==> config.mk <==
export PLATFORM = sky130hd
export DESIGN_NAME = reset_cause_status_capture
export DESIGN_NICKNAME = d
export VERILOG_FILES = /design/src/hw/reset_cause_status_capture.v /design/src/hw/reset_source_sync.v
export VERILOG_INCLUDE_DIRS = /design/src /design/src/include
export SDC_FILE = /design/constraint.sdc
export NUM_CORES = 1
export LEC_CHECK = 0
export BUFFER_PORTS_ARGS = -buffer_cell sky130_fd_sc_hd__buf_2
export CAP_MARGIN = 15
export CELL_PAD_IN_SITES_DETAIL_PLACEMENT = 1
export CELL_PAD_IN_SITES_GLOBAL_PLACEMENT = 2
export CORE_UTILIZATION = 37
export CTS_CLUSTER_DIAMETER = 100
export DETAILED_ROUTE_END_ITERATION = 16
export GPL_TIMING_DRIVEN = 1
export PLACE_DENSITY_LB_ADDON = 0.1
export SYNTH_ARGS = -nofsm -noshare
export SYNTH_HDL_FRONTEND = slang
export SYNTH_SLANG_ARGS = --single-unit
==> constraint.sdc <==
create_clock -name clk_sys_in -period 4 [get_ports clk_sys_in]
set_clock_uncertainty 0.05 [all_clocks]
set_input_delay 1 -clock clk_sys_in [delete_from_list [all_inputs] [get_ports clk_sys_in]]
set_output_delay 1 -clock clk_sys_in [all_outputs]
set_load 0.03 [all_outputs]
==> src/include/reset_cause_consts.vh <==
// Offsets, field positions, reset values and timing counts of the reset cause block.
`ifndef RESET_CAUSE_CONSTS_VH
`define RESET_CAUSE_CONSTS_VH

`define RC_ADDR_W 4
`define RC_DATA_W 8

`define RC_STATUS_OFS 4'h0
`define RC_IRQ_STATUS_OFS 4'h8
`define RC_IRQ_MASK_OFS 4'h9

`define RC_STATUS_RESET 8'h82
`define RC_IRQ_STATUS_RESET 8'h00
`define RC_IRQ_MASK_RESET 8'h00
`define RC_RESERVED_MASK 8'hef

`define RC_BIT_POWER_ON 7
`define RC_BIT_PIN 6
`define RC_BIT_WATCHDOG 5
`define RC_BIT_RESERVED 4
`define RC_BIT_PLL_UNLOCK 3
`define RC_BIT_EXT_OSC_MISSING 2
`define RC_BIT_SUPPLY_DROOP 1
`define RC_BIT_WAKEUP 0

`define RC_NUM_SRC 12
`define RC_SRC_POWER_ON 0
`define RC_SRC_PIN 1
`define RC_SRC_WATCHDOG_CAUSE_FLAG_TIMEOUT 2
`define RC_SRC_WATCHDOG_CAUSE_FLAG_ENABLE 3
`define RC_SRC_PLL_UNLOCK 4
`define RC_SRC_OSC_MISSING 5
`define RC_SRC_CLK_MON_ENABLE 6
`define RC_SRC_DROOP 7
`define RC_SRC_DROOP_RESET_ENABLE 8
`define RC_SRC_WAKEUP 9
`define RC_SRC_LLS_MODE 10
`define RC_SRC_VERY_LOW_LEAKAGE_STOP_MODE_MODE 11

`define RC_CAPTURE_DELAY 2'h2

`endif

==> src/hw/reset_cause_status_capture.v <==
// Reset cause status register with capture logic, event interrupt and register port.
`timescale 1ns/1ps
`default_nettype none
`include "reset_cause_consts.vh"

module reset_cause_status_capture (
    input wire clk_sys_in,
    input wire rst_n_in,
    input wire power_on_cause_in,
    input wire reset_pin_cause_in,
    input wire watchdog_timeout_in,
    input wire watchdog_enable_in,
    input wire pll_unlock_in,
    input wire ext_osc_missing_in,
    input wire clock_monitor_enable_in,
    input wire supply_droop_in,
    input wire supply_droop_reset_enable_in,
    input wire wakeup_source_in,
    input wire low_leakage_stop_mode_in,
    input wire very_low_leakage_stop_mode_in,
    input wire supervisor_in,
    input wire [3:0] addr_in,
    input wire [7:0] wr_data_in,
    input wire wr_en_in,
    input wire rd_en_in,
    output reg [7:0] rd_data_out,
    output reg bus_error_out,
    output reg irq_out,
    output reg capture_done_out,
    output reg [7:0] cause_flags_out
);

    wire [11:0] src_async;
    wire [11:0] src_sync;

    reg [7:0] status_ff;
    reg [7:0] nxt_status;
    reg [7:0] irq_status_ff;
    reg [7:0] nxt_irq_status;
    reg [7:0] irq_mask_ff;
    reg [7:0] nxt_irq_mask;
    reg [1:0] delay_ff;
    reg [1:0] nxt_delay;
    reg captured_ff;
    reg nxt_captured;
    reg [7:0] nxt_rd_data;
    reg nxt_bus_error;

    reg [7:0] cause_vec;
    reg capture_now;
    reg wakeup_valid;
    reg write_ok;
    reg [7:0] clear_bits;

    assign src_async[`RC_SRC_POWER_ON] = power_on_cause_in;
    assign src_async[`RC_SRC_PIN] = reset_pin_cause_in;
    assign src_async[`RC_SRC_WATCHDOG_CAUSE_FLAG_TIMEOUT] = watchdog_timeout_in;
    assign src_async[`RC_SRC_WATCHDOG_CAUSE_FLAG_ENABLE] = watchdog_enable_in;
    assign src_async[`RC_SRC_PLL_UNLOCK] = pll_unlock_in;
    assign src_async[`RC_SRC_OSC_MISSING] = ext_osc_missing_in;
    assign src_async[`RC_SRC_CLK_MON_ENABLE] = clock_monitor_enable_in;
    assign src_async[`RC_SRC_DROOP] = supply_droop_in;
    assign src_async[`RC_SRC_DROOP_RESET_ENABLE] = supply_droop_reset_enable_in;
    assign src_async[`RC_SRC_WAKEUP] = wakeup_source_in;
    assign src_async[`RC_SRC_LLS_MODE] = low_leakage_stop_mode_in;
    assign src_async[`RC_SRC_VERY_LOW_LEAKAGE_STOP_MODE_MODE] = very_low_leakage_stop_mode_in;

    // Cause levels come from the reset generator and power controller, not from this clock.
    reset_source_sync u_sync (
        .clk_sys_in(clk_sys_in),
        .rst_n_in(rst_n_in),
        .async_in(src_async),
        .sync_out(src_sync)
    );

    // Decode of the cause levels into the flag layout.
    always @* begin
        cause_vec = 8'h00;
        wakeup_valid = 1'b0;
        if (src_sync[`RC_SRC_WAKEUP]) begin
            if (src_sync[`RC_SRC_VERY_LOW_LEAKAGE_STOP_MODE_MODE]) begin
                wakeup_valid = 1'b1;
            end else if (src_sync[`RC_SRC_LLS_MODE] && src_sync[`RC_SRC_PIN]) begin
                wakeup_valid = 1'b1;
            end
        end
        cause_vec[`RC_BIT_POWER_ON] = src_sync[`RC_SRC_POWER_ON];
        cause_vec[`RC_BIT_PIN] = src_sync[`RC_SRC_PIN];
        cause_vec[`RC_BIT_WATCHDOG] = src_sync[`RC_SRC_WATCHDOG_CAUSE_FLAG_TIMEOUT] &
                                      src_sync[`RC_SRC_WATCHDOG_CAUSE_FLAG_ENABLE];
        cause_vec[`RC_BIT_PLL_UNLOCK] = src_sync[`RC_SRC_PLL_UNLOCK];
        cause_vec[`RC_BIT_EXT_OSC_MISSING] = src_sync[`RC_SRC_OSC_MISSING] &
                                             src_sync[`RC_SRC_CLK_MON_ENABLE];
        cause_vec[`RC_BIT_SUPPLY_DROOP] = src_sync[`RC_SRC_POWER_ON] |
                                          (src_sync[`RC_SRC_DROOP] &
                                           src_sync[`RC_SRC_DROOP_RESET_ENABLE]);
        // wakeup flag only for wakeup reset
        cause_vec[`RC_BIT_WAKEUP] = wakeup_valid;
        if (src_sync[`RC_SRC_POWER_ON]) begin
            cause_vec = `RC_STATUS_RESET;
        end
        cause_vec[`RC_BIT_RESERVED] = 1'b0;
    end

    // Capture sequencing: one capture per reset, once the synchronisers hold the levels.
    always @* begin
        nxt_delay = delay_ff;
        nxt_captured = captured_ff;
        capture_now = 1'b0;
        if (!captured_ff) begin
            if (delay_ff == `RC_CAPTURE_DELAY) begin
                capture_now = 1'b1;
                nxt_captured = 1'b1;
            end else begin
                nxt_delay = delay_ff + 2'h1;
            end
        end
    end

    // Status register follows only the capture.
    always @* begin
        nxt_status = status_ff;
        if (capture_now) begin
            nxt_status = cause_vec;
        end
    end

    // Register port write handling.
    always @* begin
        write_ok = wr_en_in & supervisor_in;
        nxt_bus_error = wr_en_in & ~supervisor_in;
        clear_bits = 8'h00;
        nxt_irq_mask = irq_mask_ff;
        if (write_ok && (addr_in == `RC_IRQ_STATUS_OFS)) begin
            clear_bits = wr_data_in & `RC_RESERVED_MASK;
        end
        if (write_ok && (addr_in == `RC_IRQ_MASK_OFS)) begin
            nxt_irq_mask = wr_data_in & `RC_RESERVED_MASK;
        end
        // A capture that lands with a clear keeps its bits set.
        nxt_irq_status = irq_status_ff & ~clear_bits;
        if (capture_now) begin
            nxt_irq_status = nxt_irq_status | cause_vec;
        end
    end

    // Register port read mux; unmapped addresses read zero.
    always @* begin
        nxt_rd_data = 8'h00;
        if (rd_en_in) begin
            case (addr_in)
                `RC_STATUS_OFS: nxt_rd_data = status_ff & `RC_RESERVED_MASK;
                `RC_IRQ_STATUS_OFS: nxt_rd_data = irq_status_ff;
                `RC_IRQ_MASK_OFS: nxt_rd_data = irq_mask_ff;
                default: nxt_rd_data = 8'h00;
            endcase
        end
    end

    // The status holds the power-on pattern through reset, a safe default before capture.
    always @(posedge clk_sys_in or negedge rst_n_in) begin
        if (!rst_n_in) begin
            status_ff <= `RC_STATUS_RESET;
            irq_status_ff <= `RC_IRQ_STATUS_RESET;
            irq_mask_ff <= `RC_IRQ_MASK_RESET;
            delay_ff <= 2'h0;
            captured_ff <= 1'b0;
            rd_data_out <= 8'h00;
            bus_error_out <= 1'b0;
            irq_out <= 1'b0;
            capture_done_out <= 1'b0;
            cause_flags_out <= `RC_STATUS_RESET;
        end else begin
            status_ff <= nxt_status;
            irq_status_ff <= nxt_irq_status;
            irq_mask_ff <= nxt_irq_mask;
            delay_ff <= nxt_delay;
            captured_ff <= nxt_captured;
            rd_data_out <= nxt_rd_data;
            bus_error_out <= nxt_bus_error;
            irq_out <= |(nxt_irq_status & nxt_irq_mask);
            capture_done_out <= nxt_captured;
            cause_flags_out <= nxt_status;
        end
    end

endmodule // reset_cause_status_capture

`default_nettype wire

==> src/hw/reset_source_sync.v <==
// Two-flip-flop synchronisers for the reset source levels.
`timescale 1ns/1ps
`default_nettype none

module reset_source_sync (
    input wire clk_sys_in,
    input wire rst_n_in,
    input wire [11:0] async_in,
    output wire [11:0] sync_out
);

    reg [11:0] stage1_ff;
    reg [11:0] stage2_ff;

    genvar gi;
    generate
        for (gi = 0; gi < 12; gi = gi + 1) begin : g_sync
            // The first stage feeds only the second, to keep metastability contained.
            always @(posedge clk_sys_in or negedge rst_n_in) begin
                if (!rst_n_in) begin
                    stage1_ff[gi] <= 1'b0;
                    stage2_ff[gi] <= 1'b0;
                end else begin
                    stage1_ff[gi] <= async_in[gi];
                    stage2_ff[gi] <= stage1_ff[gi];
                end
            end
        end
    endgenerate

    assign sync_out = stage2_ff;

endmodule // reset_source_sync

`default_nettype wire

Yosys cells after proc, flatten, opt, wreduce, memory -nomap -nowiden:

Cells that the tools add are included.

* flip-flop bits (word level): 60
* bits of input ports: 29
* output and inout port bits: 19
* logic and storage cells: 67

* add/sub/neg operators: 1
* equal/unequal tests: 3
* mux-type cells: 12
* bitwise operators: 13
* reduce and logical (&&, ||, !) cells: 6

Operator list (count)
* 8-bit 2-to-1 mux: 5
* 8-bit case mux with 3 select lines: 1
* 8-bit AND: 2
* 4-bit == test, second input constant: 2
* 8-bit inverter: 1
* 8-bit bitwise OR: 1
* 8-bit OR reduction: 1
* 1-bit 2-to-1 mux: 6
* 1-bit AND: 5
* 4-bit zero test: 1
* 1-bit logical AND: 3
* 1-bit inverter: 3
* 2-bit by 1-bit adder with 2-bit output, second input constant: 1
* 2-bit == test, second input constant: 1
* 2-bit AND reduction: 1
* 1-bit bitwise OR: 1

Logic depth before layout (Yosys ltp):

* depth in word-level cells: 9
* gate-level depth with buffers: 7
* depth with buffers taken out: 7

Modules after synthesis:

A second synthesis with hierarchy kept.

* cells, all modules: 182
* area total of the unflattened synthesis: 2197.1 um^2

Modules (own cells, without submodules)
* reset_cause_status_capture: times used 1, cells each 158, area each 1596.5 um^2, sequential area each 828.3 um^2
* reset_source_sync: times used 1, cells each 24, area each 600.6 um^2, sequential area each 600.6 um^2

Least setup slack after synthesis:

No wires, ideal clock.

* kind: input-to-reg
* from: input port addr_in[1]
* to: register irq_out
* library setup time: 0.139 ns
* arrival: 2.521 ns
* data required time: 3.811 ns
* slack: 1.290 ns
* stages: 6
* buffers on the path: 1
* path through: or3b_1 -> buf_2 -> nor2_1 -> mux2_2 -> a2111oi_2 -> nand3_1

* elaborated cells between the ends (all ways): 12
* classes of those cells: 2 x eq/ne; 3 x mux; 4 x bitwise; 3 x reduce/logical

RTL lines
* start: declaration: line reset_cause_status_capture.v:22 `input wire [3:0] addr_in,`
* 4-bit == test
* 1-bit logical AND: line reset_cause_status_capture.v:137 `` if (write_ok && (addr_in == `RC_IRQ_MASK_OFS)) begin ``
* 8-bit 2-to-1 mux: line reset_cause_status_capture.v:137
* named net nxt_irq_mask[6]: line reset_cause_status_capture.v:41 `reg [7:0] nxt_irq_mask;`
* 8-bit AND: line reset_cause_status_capture.v:181 `irq_out <= |(nxt_irq_status & nxt_irq_mask);`
* 8-bit OR reduction: line reset_cause_status_capture.v:181
* end signal: assignment: line reset_cause_status_capture.v:181
* end: declaration: line reset_cause_status_capture.v:28 `output reg irq_out,`

The timed path passes the listed nets, and every way through them passes these cells.
A chain may end at the register's enable or synchronous reset.

Final worst setup path:

* from: input port addr_in[0]
* to: register irq_out

Same word-level chain as after synthesis.

==> summary.md <==
| Metric | Value |
|---|---|
| Status | finished, final reports clean |
| EDFF count, synth | 0 |
| Pre-Repair DR Iteration Count | 4 |
| First-pass GRT wire length | 8380 um |
| Internal | 1.05 mW |
| WS Path Type | in2reg |
| Vias post-DR | 1548 |
| RSZ-0062 raised after global routing | false |
| Hold buffers post-CTS | 0 |
| Critical Path Fanout Max | 16 |
| Fin crit share | 72.3% |
| Final core occ | 48.6% |
| Clock Latency Late Sink | 0.33 ns |
| Top cell type by total area after synthesis | dfrtp_1 |
| Register area share after synthesis | 64.8% |
| Max Fclk | 0.346 GHz |
| Post-CTS Setup Bufs | 0 |
| Clock sink count | 57 |
| Max transition margin | 51.1% |
| PortBufs | 44 |
| Syn Area/Cell | 12.2 um^2 |
| WP data required | 4.15 ns |
| Synthesis-stage register bit count | 57 |
| Startpoint types | primary input |
| Max_cap viols | 0 |
| Worst EP arrival | 3.05 ns |
| Maximum clock insertion buffer count | 2 |
| Setup violations, final | 0 |
| Largest net degree at the start of global routing | 33 |
| All-Layer GR Usage | 18.4% |
| Pwr/cell area | 510 nW/um^2 |
| CTS HTree Levels | 3 |
| Area post-placement | 2510 um^2 |
| Rows | 27 |
| Commonest non-fill, non-tap cell in the layout | dfrtp_1 |
| Root Driver | clkbuf_8 |
| Ratio of cells with drive above 1 in the final layout | 29.8% |
| Finished Cell Area | 2730 um^2 |
| Final nets | 263 |
| HP Class | reg2reg |
| Num CTS Buffers | 9 |
| DR iter-0 viols | 37 |
| Vias per cell | 4.99 |
| GRT Residual Overflow | 0 |
| Placeable Area | 5610 um^2 |
| Drt drc | 0 |
| Die width | 79.2 um |
| Final hold violations | 0 |
| Netlist cell types | 44 |
| CTS clk-pin slew, worst paths | 0.07 ns |
| CTS tree | built |
| Combinational Power Share | 10.3% |
| Vias in the first global route | 1749 |
| Antenna viol nets, final | 0 |
| Sw Ratio | 24.8% |
| Setup_tns | 0 ns |
| Starting Density | 39.3% |
| Final WL | 5060 um |
| Post_cts resized | 0 |
| Yosys warns | 0 |
| Crit path capture type | flip-flop |
| Clock power share | 43.2% |
| Async set or reset register ratio after synthesis | 100% |
| Antenna Cells | 0 |
| GPL Wtd Cong | 0.850 |
| Peak supply drop | 0.000227 V |
| Synth Flop Type | dfrtp_1 |
| IO Pins | 48 |
| Final min period | 2.89 ns |
| Mapped Area | 2200 um^2 |
| Slew of the pin with the lowest slew margin | 0.731 ns |
| Post-synth top area share | 62.4% |
| Total leakage power | 1.37 nW |
| Per-cell routed wire length | 16.3 um |
| Initial antenna violation count | 0 |
| Commonest cells after routing, fill and taps aside | 55 x dfrtp_1, 44 x buf_2, 27 x nand2_1 |
| Area Growth Syn to Fin | 23.7% |
| Reg power frac | 46.5% |
| Final Max Slew Viols | 0 |
| Mapped Cells | 181 |
| Die Footprint | 6270 um^2 |
| P_sw | 0.345 mW |
| Top cells by area, synth | dfrtp_1 62%, nand2_1 4.6%, mux2i_1 3.2%, and2_1 2.6%, o21ai_0 2.5% |
| Post-detail-place hpwl | 3520 um |
| Die Y | 79.2 um |
worst paths after layout:
kind / to / slack, ns / cells after the start / from
worst max-delay path: irq_out$_DFF_PN0_ / 1.11 / 6 / addr_in[0]
worst min-delay path: u_sync.sync_out[9]$_DFF_PN0_ / 0.30 / 0 / u_sync.stage1_ff[9]$_DFF_PN0_
worst max register to register: irq_out$_DFF_PN0_ / 1.93 / 7 / delay_ff[0]$_DFFE_PN0P_
worst min register to register: u_sync.sync_out[9]$_DFF_PN0_ / 0.30 / 0 / u_sync.stage1_ff[9]$_DFF_PN0_
max in group asynchronous: status_ff[7]$_DFFE_PN1N_ / 2.42 / 2 / rst_n_in
min in group asynchronous: rd_data_out[5]$_DFF_PN0_ / 0.62 / 1 / rst_n_in
state kept, by name, indices dropped and copies added (netlist names):
signal and cells:
irq_mask_ff 7, status_ff 7, rd_data_out 7, u_sync.sync_out 12
bus_error_out 1, captured_ff 1, irq_status_ff 7, delay_ff 2
irq_out 1, u_sync.stage1_ff 12
layer usage:
| metal | up-vias | track usage (%) | part of all wire [%] |
|---|---|---|---|
| li1 | 728 | - | - |
| met3 | 11 | 5.52 | 4.9 |
| met5 | - | 0 | 0 |
| met2 | 44 | 29.8 | 47 |
| met4 | 0 | 8.91 | 2.4 |
| met1 | 765 | 22.4 | 45 |
synthesized netlist by cell type, types with 2 or more instances:
cell type / n
dfrtp_1: 55
a21oi_1: 2
a21o_1: 7
clkbuf_1: 3
buf_4: 2
nand2_1: 27
inv_1: 6
a22oi_1: 3
dfstp_2: 2
mux2_1: 3
nor2b_1: 2
o21ai_0: 11
and2_1: 9
nand3_1: 7
nor2_1: 6
and3_1: 2
mux2i_1: 7
through the flow:
step | hold slack, ns | total power [mW] | setup slack, ns | std cells
after detailed placement | 0.288 | 0.802 | 0.755 | 294
after CTS | 0.303 | 1.40 | 1.10 | 310
after global placement | 0.281 | 0.794 | 0.783 | 294
final | 0.301 | 1.39 | 1.11 | 310
after floorplan | 0.281 | 0.742 | 1.29 | 182
after global routing | 0.307 | 1.45 | 0.969 | 310
power groups by stage:
stage / Sequential (mW) / Clock [mW] / Combinational (mW)
2_1_floorplan: 0.670 / 0 / 0.0717
3_3_place_gp: 0.654 / 0 / 0.140
3_5_place_dp: 0.657 / 0 / 0.145
4_1_cts: 0.647 / 0.605 / 0.146
5_1_grt: 0.650 / 0.635 / 0.160
6_report: 0.646 / 0.601 / 0.144
area by class of cell:
class | instances | area, um^2
clock buffers | 11 | 141
clock inverters | 5 | 78.8
fillers | 629 | 2880
inverters | 6 | 22.5
multi-input cells | 112 | 722
flip-flops and latches | 57 | 1430
well taps | 72 | 90.1
repair buffers | 47 | 243
critical path, stage by stage:
cell and delay (ns):
buf_2 0.36, nand3_1 0.34, nor2_1 0.47, mux2_2 0.42, a2111oi_2 0.34, nand3_1 0.11
cells by family (layout without fill, tap and decap cells):
family / count (synthesis) / after routing / synth area share, %
AO/OA/AOI/OAI: 34 / 34 / 11.9
XOR/XNOR: 1 / 1 / 0.397
adder cells (fa/ha/maj): 1 / 1 / 0.567
buffers and inverters: 13 / 69 / 2.61
flip-flops: 57 / 57 / 64.8
multiplexers: 11 / 11 / 5.22
other: 1 / 2 / 0.170
AND/OR/NAND/NOR: 63 / 63 / 14.3
(Power assumes the default switching activity.)
